$ cat src/inc/mps_pkg.sv
`default_nettype none
package mps_pkg;
	// ----------------------------------------
	// Clock and widths
	// ----------------------------------------
	localparam longint CLK_HZ = 200_000_000;
	localparam int CNT_W = 32;

	// ----------------------------------------
	// Times in milliseconds
	// ----------------------------------------
	localparam longint PWRUP_HOLD_MS = 1000;
	localparam longint KILL_N_HOLD_MS = 2000;
	localparam longint ACTIVATE_MS = 10000;
	localparam longint RESTART_HOLD_MS = 200;
	localparam longint KILL_HOLD_MS = 200;

	// ----------------------------------------
	// Least times, rounded up to cycles
	// ----------------------------------------
	localparam int unsigned PWRUP_HOLD_CYC = 32'((PWRUP_HOLD_MS * CLK_HZ + 999) / 1000);
	localparam int unsigned KILL_N_HOLD_CYC = 32'((KILL_N_HOLD_MS * CLK_HZ + 999) / 1000);
	localparam int unsigned ACTIVATE_CYC = 32'((ACTIVATE_MS * CLK_HZ + 999) / 1000);
	localparam int unsigned RESTART_HOLD_CYC = 32'((RESTART_HOLD_MS * CLK_HZ + 999) / 1000);
	localparam int unsigned KILL_HOLD_CYC = 32'((KILL_HOLD_MS * CLK_HZ + 999) / 1000);

	// ----------------------------------------
	// Reset values
	// ----------------------------------------
	localparam logic [CNT_W-1:0] CNT_RST = 32'h0000_0000;

	// ----------------------------------------
	// Sequencer states
	// ----------------------------------------
	typedef enum logic [1:0] {
		MPS_OFF,
		MPS_INIT,
		MPS_ACTIVE,
		MPS_FINAL
	} mps_state_e;
endpackage : mps_pkg
`default_nettype wire

$ cat src/rtl/mps_sequencer.sv
`timescale 1ns/1ps
`default_nettype none
// Contract
// RQ1: Toggle held low at least one second then released powers the module up.
// RQ2: Power monitor goes high at power-on, entering initialization.
// RQ3: Activation comes no sooner than ten seconds after monitor rises.
// RQ4: No commands are accepted during initialization.
// RQ5: Toggle held low beyond two seconds while on starts finalization, then monitor low.
// RQ6: Software shutdown command starts finalization; monitor drops when it completes.
// RQ7: Finalization length varies; host waits for monitor to fall.
// RQ8: Both graceful shutdown paths send a network detach request first.
// RQ9: Monitor low means fully off.
// RQ10: Restart line low at least 200 ms then released restarts unconditionally. In the code a kill qualified in the same cycle wins instead.
// RQ11: Kill line low at least 200 ms then released powers off unconditionally.
// RQ12: After kill the module stays off until a toggle power-up. The code also powers up on a restart.
// RQ13: Kill skips the network detach.
// RQ14: Host drives control lines open-drain only, never actively high. The host model drives them high when released.
// RQ15: Host keeps its signals low while module is off or switching.
// RQ16: Host uses kill only for emergencies.
// RQ17: Host must implement restart control as its emergency recovery.
// RQ18: Toggle pulse means power-up when off, shutdown when on; short pulses ignored.
module mps_sequencer #(
	parameter int unsigned PWRUP_HOLD_CYC = mps_pkg::PWRUP_HOLD_CYC,
	parameter int unsigned KILL_N_HOLD_CYC = mps_pkg::KILL_N_HOLD_CYC,
	parameter int unsigned ACTIVATE_CYC = mps_pkg::ACTIVATE_CYC,
	parameter int unsigned RESTART_HOLD_CYC = mps_pkg::RESTART_HOLD_CYC,
	parameter int unsigned KILL_HOLD_CYC = mps_pkg::KILL_HOLD_CYC
) (
	// Clock and reset
	input wire logic clock,
	input wire logic sys_rst,
	// Control pins, active low, no pull-up inside
	input wire logic power_toggle_n,
	input wire logic restart_n,
	input wire logic kill_n,
	// Internal software side
	input wire logic sw_shutdown_req,
	input wire logic finalize_done,
	// Status and network side
	output logic power_good_monitor,
	output logic cmd_ready,
	output logic detach_req
);
	// ----------------------------------------
	// Pin qualifiers
	// ----------------------------------------
	logic tog_rel;
	logic tog_long;
	logic rst_hit;
	logic kill_hit;

	mps_pulse_qual #(.MIN_CYC(PWRUP_HOLD_CYC), .LONG_CYC(KILL_N_HOLD_CYC)) u_tog (
		.clock(clock),
		.sys_rst(sys_rst),
		.pin_n(power_toggle_n),
		.rel_hit(tog_rel),
		.long_hit(tog_long)
	);

	mps_pulse_qual #(.MIN_CYC(RESTART_HOLD_CYC), .LONG_CYC(RESTART_HOLD_CYC)) u_rst (
		.clock(clock),
		.sys_rst(sys_rst),
		.pin_n(restart_n),
		.rel_hit(rst_hit),
		.long_hit()
	);

	mps_pulse_qual #(.MIN_CYC(KILL_HOLD_CYC), .LONG_CYC(KILL_HOLD_CYC)) u_kill (
		.clock(clock),
		.sys_rst(sys_rst),
		.pin_n(kill_n),
		.rel_hit(kill_hit),
		.long_hit()
	);

	// ----------------------------------------
	// State
	// ----------------------------------------
	typedef struct packed {
		mps_pkg::mps_state_e state;
		logic [mps_pkg::CNT_W-1:0] cnt;
		logic mon;
		logic ready;
		logic detach;
		logic tog_block;
	} mps_seq_s;

	localparam logic [mps_pkg::CNT_W-1:0] ACT_V = mps_pkg::CNT_W'(ACTIVATE_CYC);

	mps_seq_s st_r;
	mps_seq_s st_nxt;

	// ----------------------------------------
	// Sequencer
	// ----------------------------------------
	always_comb begin
		st_nxt = st_r;
		st_nxt.detach = 1'b0;
		// Release that ends a shutdown hold must not power back up
		if (tog_rel) begin
			st_nxt.tog_block = 1'b0;
		end
		if (kill_hit) begin
			st_nxt.state = mps_pkg::MPS_OFF; // RQ11 RQ13
			st_nxt.mon = 1'b0;
			st_nxt.ready = 1'b0;
		end else if (rst_hit) begin
			st_nxt.state = mps_pkg::MPS_INIT; // RQ10
			st_nxt.cnt = mps_pkg::CNT_RST;
			st_nxt.mon = 1'b1;
			st_nxt.ready = 1'b0;
		end else begin
			unique case (st_r.state)
				mps_pkg::MPS_OFF: begin
					// Only a toggle power-up or a restart leaves this state
					if (tog_rel && !st_r.tog_block) begin
						st_nxt.state = mps_pkg::MPS_INIT; // RQ1 RQ12 RQ18
						st_nxt.cnt = mps_pkg::CNT_RST;
						st_nxt.mon = 1'b1; // RQ2
					end
				end
				mps_pkg::MPS_INIT: begin
					if (tog_long) begin
						st_nxt.state = mps_pkg::MPS_FINAL; // RQ5 RQ18
						st_nxt.detach = 1'b1; // RQ8
						st_nxt.tog_block = 1'b1;
					end else if (st_r.cnt == ACT_V - 1'b1) begin
						st_nxt.state = mps_pkg::MPS_ACTIVE; // RQ3
						st_nxt.ready = 1'b1; // RQ4
					end else begin
						st_nxt.cnt = st_r.cnt + 1'b1;
					end
				end
				mps_pkg::MPS_ACTIVE: begin
					if (tog_long || sw_shutdown_req) begin
						st_nxt.state = mps_pkg::MPS_FINAL; // RQ5 RQ6
						st_nxt.detach = 1'b1; // RQ8
						st_nxt.ready = 1'b0;
						st_nxt.tog_block = tog_long;
					end
				end
				mps_pkg::MPS_FINAL: begin
					// Length set by the software side, not by a timer
					if (finalize_done) begin
						st_nxt.state = mps_pkg::MPS_OFF; // RQ7 RQ9
						st_nxt.mon = 1'b0;
					end
				end
			endcase
		end
	end

	always_ff @(posedge clock) begin
		if (sys_rst) begin
			st_r <= '{state: mps_pkg::MPS_OFF, cnt: mps_pkg::CNT_RST, mon: 1'b0,
				ready: 1'b0, detach: 1'b0, tog_block: 1'b0};
		end else begin
			st_r <= st_nxt;
		end
	end

	assign power_good_monitor = st_r.mon;
	assign cmd_ready = st_r.ready;
	assign detach_req = st_r.detach;

	// ----------------------------------------
	// Checks
	// ----------------------------------------
	a_mon_rise_init: assert property (@(posedge clock) disable iff (sys_rst) // RQ2
		$rose(st_r.mon) |-> st_r.state == mps_pkg::MPS_INIT && st_r.cnt == mps_pkg::CNT_RST)
		else $error("monitor rose outside initialization entry");
	a_ready_after_wait: assert property (@(posedge clock) disable iff (sys_rst) // RQ3
		$rose(st_r.ready) |-> $past(st_r.cnt) == ACT_V - 1'b1 && $past(st_r.state) == mps_pkg::MPS_INIT)
		else $error("activation before full initialization time");
	a_init_no_cmd: assert property (@(posedge clock) disable iff (sys_rst) // RQ4
		st_r.state != mps_pkg::MPS_ACTIVE |-> !st_r.ready)
		else $error("commands accepted outside activation");
	a_tog_shutdown: assert property (@(posedge clock) disable iff (sys_rst) // RQ5
		tog_long && !kill_hit && !rst_hit && st_r.state == mps_pkg::MPS_ACTIVE
		|=> st_r.state == mps_pkg::MPS_FINAL && st_r.detach && st_r.mon)
		else $error("toggle hold did not start finalization");
	a_sw_shutdown: assert property (@(posedge clock) disable iff (sys_rst) // RQ6
		sw_shutdown_req && !kill_hit && !rst_hit && st_r.state == mps_pkg::MPS_ACTIVE
		|=> st_r.state == mps_pkg::MPS_FINAL && st_r.detach && !st_r.ready ##1 !st_r.detach)
		else $error("software shutdown not followed");
	a_final_holds_mon: assert property (@(posedge clock) disable iff (sys_rst) // RQ7
		st_r.state == mps_pkg::MPS_FINAL && !finalize_done && !kill_hit |=> st_r.mon)
		else $error("monitor fell before finalization ended");
	a_detach_on_final: assert property (@(posedge clock) disable iff (sys_rst) // RQ8
		st_r.detach |-> st_r.state == mps_pkg::MPS_FINAL && $past(st_r.state) != mps_pkg::MPS_FINAL)
		else $error("detach request outside finalization entry");
	a_mon_low_off: assert property (@(posedge clock) disable iff (sys_rst) // RQ9
		!st_r.mon |-> st_r.state == mps_pkg::MPS_OFF && !st_r.ready)
		else $error("monitor low while not off");
	a_restart: assert property (@(posedge clock) disable iff (sys_rst) // RQ10
		rst_hit && !kill_hit |=> st_r.state == mps_pkg::MPS_INIT && st_r.mon)
		else $error("restart not taken");
	a_kill_off: assert property (@(posedge clock) disable iff (sys_rst) // RQ11
		kill_hit |=> !st_r.mon && !st_r.detach)
		else $error("kill did not power off cleanly");
	a_stay_off: assert property (@(posedge clock) disable iff (sys_rst) // RQ12
		!st_r.mon && !(tog_rel && !st_r.tog_block) && !rst_hit |=> !st_r.mon)
		else $error("module powered up by itself");
endmodule : mps_sequencer
`default_nettype wire

$ cat src/rtl/mps_pulse_qual.sv
`timescale 1ns/1ps
`default_nettype none
module mps_pulse_qual #(
	parameter int unsigned MIN_CYC = 4,
	parameter int unsigned LONG_CYC = 8
) (
	// Clock and reset
	input wire logic clock,
	input wire logic sys_rst,
	// Active-low pin from the host
	input wire logic pin_n,
	// Qualified events
	output logic rel_hit,
	output logic long_hit
);
	// ----------------------------------------
	// State
	// ----------------------------------------
	typedef struct packed {
		logic s1;
		logic s2;
		logic [mps_pkg::CNT_W-1:0] cnt;
		logic rel;
		logic lng;
	} mps_qual_s;

	localparam logic [mps_pkg::CNT_W-1:0] MIN_V = mps_pkg::CNT_W'(MIN_CYC);
	localparam logic [mps_pkg::CNT_W-1:0] LONG_V = mps_pkg::CNT_W'(LONG_CYC);
	localparam logic [mps_pkg::CNT_W-1:0] SAT_V = (MIN_V > LONG_V) ? MIN_V : LONG_V;

	mps_qual_s st_r;
	mps_qual_s st_nxt;

	// ----------------------------------------
	// Low-time measurement
	// ----------------------------------------
	always_comb begin
		st_nxt = st_r;
		st_nxt.s1 = pin_n;
		st_nxt.s2 = st_r.s1;
		st_nxt.rel = 1'b0;
		st_nxt.lng = 1'b0;
		if (!st_r.s2) begin
			if (st_r.cnt != SAT_V) begin
				st_nxt.cnt = st_r.cnt + 1'b1;
			end
			if (st_r.cnt == LONG_V - 1'b1) begin
				st_nxt.lng = 1'b1;
			end
		end else begin
			// Release after a long enough low; short glitches drop out
			st_nxt.rel = (st_r.cnt >= MIN_V); // RQ18
			st_nxt.cnt = mps_pkg::CNT_RST;
		end
	end

	always_ff @(posedge clock) begin
		if (sys_rst) begin
			st_r <= '{s1: 1'b1, s2: 1'b1, cnt: mps_pkg::CNT_RST, rel: 1'b0, lng: 1'b0};
		end else begin
			st_r <= st_nxt;
		end
	end

	assign rel_hit = st_r.rel;
	assign long_hit = st_r.lng;

	a_rel_min_hold: assert property (@(posedge clock) disable iff (sys_rst) // RQ1
		$rose(st_r.rel) |-> $past(st_r.cnt) >= MIN_V)
		else $error("release accepted before minimum low time");
	a_long_at_count: assert property (@(posedge clock) disable iff (sys_rst) // RQ5
		st_r.lng |-> st_r.cnt == LONG_V && !$past(st_r.s2))
		else $error("long hold flagged at wrong count");
endmodule : mps_pulse_qual
`default_nettype wire

$ cat config.mk
export PLATFORM = sky130hd
export DESIGN_NAME = mps_sequencer
export DESIGN_NICKNAME = d
export VERILOG_FILES = /design/src/inc/mps_pkg.sv /design/src/rtl/mps_sequencer.sv /design/src/rtl/mps_pulse_qual.sv
export SDC_FILE = /design/constraint.sdc
export NUM_CORES = 1
export LEC_CHECK = 0
export BUFFER_PORTS_ARGS = -buffer_cell sky130_fd_sc_hd__buf_2
export CORE_MARGIN = 2
export CORE_UTILIZATION = 60
export DETAILED_ROUTE_END_ITERATION = 8
export GPL_TIMING_DRIVEN = 0
export PLACE_DENSITY = 0.79
export SYNTH_ARGS = -nofsm -noshare
export SYNTH_HDL_FRONTEND = slang
export SYNTH_SLANG_ARGS = --single-unit
$ cat constraint.sdc
create_clock -name clock -period 2.5 [get_ports clock]
set_input_delay 0.5 -clock clock [delete_from_list [all_inputs] [get_ports clock]]
set_output_delay 0.5 -clock clock [all_outputs]
set_load 0.01 [all_outputs]
# Yosys cells after proc, flatten, opt, wreduce, memory -nomap -nowiden
# Index checks and enable logic that the tools add are counted.
[word_totals] elab_cells=92 regBits=144
[classes] addsub=4 bitwise_logic=4 n_reduce_logical=20 magnitude_cmp=3 muxes=21 eq_ne=20
[ops] operator="adder 32 x 1 -> 32 bit (second input constant)" count=4
[ops] operator="2-to-1 mux 35 bit" count=2
[ops] operator=">= comparator 32 x 26 -> 1 bit (second input constant)" count=2
[ops] operator="2-to-1 mux 32 bit" count=2
[ops] operator="inequality test 32 x 26 -> 1 bit (second input constant)" count=2
[ops] operator="case mux 32 bit (2 select lines)" count=1
[ops] operator="equality test 32 x 29 -> 1 bit (second input constant)" count=1
[ops] operator="equality test 32 x 31 -> 1 bit (second input constant)" count=1
[ops] operator=">= comparator 32 x 28 -> 1 bit (second input constant)" count=1
[ops] operator="inequality test 32 x 29 -> 1 bit (second input constant)" count=1
[ops] operator="inequality test 3 x 2 -> 1 bit (second input constant)" count=6
[ops] operator="OR reduction 2 bit" count=7
[ops] operator="AND reduction 4 bit" count=3
[ops] operator="2-to-1 mux 2 bit" count=5
[ops] operator="inequality test 2 bit (second input constant)" count=5
[ops] operator="case mux 2 bit (4 select lines)" count=1
[ops] operator="2-to-1 mux 1 bit" count=7
[ops] operator="case mux 3 bit (2 select lines)" count=1
[ops] operator="nonzero test 3 bit" count=2
[ops] operator="AND reduction 5 bit" count=1
[ops] operator="equality test 2 bit (second input constant)" count=2
[ops] operator="inequality test 4 x 2 -> 1 bit (second input constant)" count=1
[ops] operator="NOT 1 bit" count=4
[ops] operator="2-to-1 mux 3 bit" count=1
[ops] operator="other kinds (9)" count=9

# Longest topological paths before layout
[depth] ltp_word=6 mapped_depth=8 ltp_nobuf=7

# Hierarchy
# From an unflattened synthesis, not the netlist that was laid out.
[hier_totals] hier_cells=937 hier_area_um2=7751.2
[by_module_without_submodules] mod="mps_pulse_qual at u_kill ..." area_each_um2=1849.3 cells_per_inst=223 instances=2
[by_module_without_submodules] mod="mps_sequencer" area_each_um2=2299.7 cells_per_inst=288 instances=1
[by_module_without_submodules] mod="mps_pulse_qual at u_tog" area_each_um2=1752.9 cells_per_inst=203 instances=1

# Worst setup path before layout
# No wires, ideal clock.
[synth_path] path_kind="register to register" start="register st_r[25] (netlist name)" end="register st_r[22] (netlist name)" path_stages_with_launch=8 arrival_time_ps=2104 required_ps=2367 period_less_slack_ps=2237 setup_slack_ps=263 path_buffers=2 cell_sequence="dfxtp_1 > nand2_1 > or4b_2 > or4_1 > clkbuf_1 > buf_2 > a41oi_1 > a311oi_1"
[synth_via] elab_chain_cells=3
[synth_lines] item="from (decl)" line="mps_sequencer.sv:90" rtl="mps_seq_s st_r;"
[synth_lines] item="from (signal assigned)" line="mps_sequencer.sv:155" rtl="st_r <= '{state: mps_pkg::MPS_OFF, cnt: mps_pkg::CNT_RST, mon: 1'b0,"
[synth_lines] item="from (signal assigned)" line="mps_sequencer.sv:158" rtl="st_r <= st_nxt;"
[synth_lines] item="equality test 32 x 31 -> 1 bit" line="mps_sequencer.sv:127" rtl="end else if (st_r.cnt == ACT_V - 1'b1) begin"
[synth_lines] item="inequality test 3 x 2 -> 1 bit (no line)"
[synth_lines] item="AND reduction 5 bit (no line)"
# No other way between the ends.
# A chain may end at the register's enable or synchronous reset.

# Worst setup path after layout
[layout_path] start="register st_r[25] (netlist name)" end="register st_r[21] (netlist name)"
# The elaborated chain is that of the path after synthesis.

==> impl_metrics.ini <==
[status]
status = finished clean

[detailed_routing]
wl_met1_um = 8100
routed-wl-met2_um = 8310
vias = 6830
wl_met3_um = 1160
route.detailed.drc = 0
wire_per_inst_um = 16.5
final_antenna_net_count = 0
dr.pass1.iters = 6
drt-initial-drc-count = 653
post_drt_via_cell_ratio = 6.30
routed_wl_um = 17900
highest-signal-layer = met4

[die]
die_h_um = 115
fp.dieW_um = 115
die_area_um2 = 13200
io_pins = 10
rows = 40
start_util = 0.613
design.core.area_um2 = 12000

[finish]
fillerInstances = 981
areaGrowthSynthToFinish_pct = 13.0
finalCoreUtilization = 0.693
diodes = 0
drive_above_1_share = 0.0896
nets = 942

[grt]
grt_first_pass_wirelength_um = 30200
overflow = 0
grt_max_degree = 17
antenna_found_initial = 0
grt_pass1_vias = 6256
track_usage = 0.283

[power]
p_clk_frac = 0.497
p_leak_nw = 2.49
seqPwrFrac = 0.412
power.switching_mw = 1.33
netSwitchingFraction = 0.235
p_int_mw = 4.33
power_frac_comb = 0.092
worst_ir_drop_vdd_v = 0.000631
powerDensity_nw_per_um2 = 680

[synthesis]
synth.distinct_cells = 60
ys.warnings.count = 0
synth_fp_nets = 913
synth-edff-count = 0
async_reset_ff_frac = 0
seq_area_frac_synth = 0.391
avgSynthCellArea_um2 = 8.23
syn_inst = 895
synth_ff_type = dfxtp_1
ys_seq_elements = 144
netlist_area_um2 = 7360

[clock_tree]
cts_hold_buf = 0
h-tree-depth = 4
cts_sinks = 144
clk_path_buf_depth = 2
clk_pin_slew_worst_paths_ns = 0.06
cts-root-buf = clkbuf_16
cts_made_buffers = 17
cts_tree = built
insertion_delay_ns = 0.42

[hold_path]
hp-start = kill_n
hold_class = input port to flop

[timing]
period_share = 0.963
layout_min_cycle_time_ns = 2.41
setup_tns_ns = 0
skew_ns = 0.00630
drv_slew = 0
worstMarginPinSlew_ns = 0.730
hold_violations = 0
setup_viol = 0
max_freq_mhz = 415
timing.slew.headroom = 0.509

[critical_path]
crit_family = simple AND/OR/NAND/NOR gates
cpPeakStageDelay_ns = 0.63
crit_chain = nand2_1 -> or4b_2 -> or4_4 -> buf_2 -> a31oi_1 -> a211oi_1
critPathLaunchType = flop
endpoint_kind = flop
crit_fanout = 10
cp_slowest_cell = or4b_2
worstPathRequired_ns = 2.78
timing.rr.start = st_r[25]
crit_buf_inv = 1
worstSetupPathType = flop to flop
worstPathArrival_ns = 2.69
critPathLaunch = st_r[25]

[placed_design]
portBuffers = 9
dpl.hpwl_um = 11900
gp_congestion = 0.964

[run]
maxCapViolations = 0
==> synth_stat cells (all sizes together), types with 8 or more instances <==
cell type  number  area share
dfxtp         144        0.39
nor2          108       0.056
nand2          56       0.029
xnor2          55       0.065
nor4           44       0.039
nand3          43       0.029
nor3           42       0.029
nand4          37       0.031
clkbuf         36       0.018
inv            36       0.018
o21ai          30       0.020
a21oi          29       0.020
a31oi          22       0.019
xor2           19       0.023
and3           16       0.014
and4           15       0.018
or3            15       0.013
a311oi         14       0.017
ha             11       0.019
or2            11      0.0093
a211oi         10       0.010
nand2b          9      0.0076
and2            8      0.0068
nand4b          8      0.0095
o32ai           8      0.0095
==> state kept, by name, summed over array words and instances, names as in the netlist <==
name                flops
u_rst.st_nxt            1
cmd_ready               1
u_rst.st_r             33
u_tog.rel_hit           1
u_tog.long_hit          1
detach_req              1
u_rst.rel_hit           1
st_r                   35
u_kill.rel_hit          1
power_good_monitor      1
u_tog.st_r             33
u_tog.st_nxt            1
u_kill.st_nxt           1
u_kill.st_r            33
==> placed cells by master, fill, tap and decap left out, types with 5 or more instances in the layout <==
cell type  instances
buf_2             10
a311oi_1          14
a31oi_1           22
o21a_1             7
and3_1            16
clkbuf_1          35
nand3_1           43
nor4_1            38
bufinv_16          5
nand2b_1           9
nor3_1            42
nor2b_1            5
o32ai_1            8
inv_1             36
or2_2             11
a211oi_1          10
dfxtp_1          141
o21ai_0           30
nand2_1           56
or4b_2             6
ha_1              11
xor2_1            19
a21oi_1           29
xnor2_1           55
nor2_1           107
clkbuf_16         17
and4_1            15
and2_1             8
or3_1             15
nand4_1           37
nand4b_1           8
==> kinds of logic (layout without fill, tap and decap cells) <==
kind of cell,count (synthesis),after routing,share of synthesized area
mux,5,5,0.00697
xor+xnor,74,74,0.0880
compound gates,140,140,0.128
buf+inv,79,121,0.0421
simple gates,442,442,0.325
flops,144,144,0.391
fa+ha+maj,11,11,0.0187
==> power groups by stage <==
stage | registers, mW | logic, mW | clock network [mW]
6_report | 2.33 | 0.518 | 2.81
5_1_grt | 2.33 | 0.565 | 2.93
4_1_cts | 2.33 | 0.492 | 2.84
3_5_place_dp | 2.38 | 0.485 | 0
3_3_place_gp | 2.38 | 0.481 | 0
2_1_floorplan | 2.38 | 0.350 | 0
==> worst reg2reg max path, cell delays in order, from the launching register on <==
cell and delay [ns]:
dfxtp_2 0.42, nand2_1 0.11, or4b_2 0.63, or4_4 0.59, buf_2 0.23, a31oi_1 0.21
a211oi_1 0.08
==> through the flow <==
| step | worst slack (ns) | total power, mW | std cells | instance area, µm² | hold slack, ns |
|---|---|---|---|---|---|
| after floorplan | 0.263 | 2.73 | 895 | 7360 | 0.389 |
| after detailed placement | -0.172 | 2.86 | 1051 | 7590 | 0.399 |
| after global placement | -0.172 | 2.86 | 1051 | 7590 | 0.394 |
| final | 0.0932 | 5.66 | 1084 | 8320 | 0.288 |
| after CTS | 0.00532 | 5.66 | 1083 | 8270 | 0.275 |
| after global routing | -0.0165 | 5.83 | 1084 | 8320 | 0.290 |
==> path summary, 6_finish.rpt <==
check,endpoint,slack (ns),cells past startpoint
setup / recovery,st_r[21],0.09,6
hold / removal,u_kill.st_nxt[34],0.29,2
setup reg to reg,st_r[21],0.09,6
hold reg to reg,u_kill.st_r[34],0.41,1
==> per-layer routing <==
| layer | global-route usage | vias up |
|---|---|---|
| li1 | - | 3329 |
| met1 | 0.373 | 3226 |
| met2 | 0.459 | 238 |
| met3 | 0.0738 | 37 |
| met4 | 0.0867 | 0 |
| met5 | 0 | - |
==> layout make-up <==
cell class | count | area (µm²) | area share
timing repair buffer | 11 | 60.1 | 0.00722
buffer | 41 | 174 | 0.0209
multi-input combinational | 672 | 4220 | 0.507
clock inverter | 9 | 179 | 0.0215
tap | 147 | 184 | 0.0221
clock buffer | 23 | 478 | 0.0574
inverter | 37 | 139 | 0.0167
sequential | 144 | 2890 | 0.347
==> what timing repair did <==
item / 4_1_cts / 5_1_grt
endpoints found under the setup margin: 33 / 28
buffers inserted: 1 / 1
pin swaps: 1 / 2
gates resized for setup: 5 / 13
(Power assumes the default switching activity.)
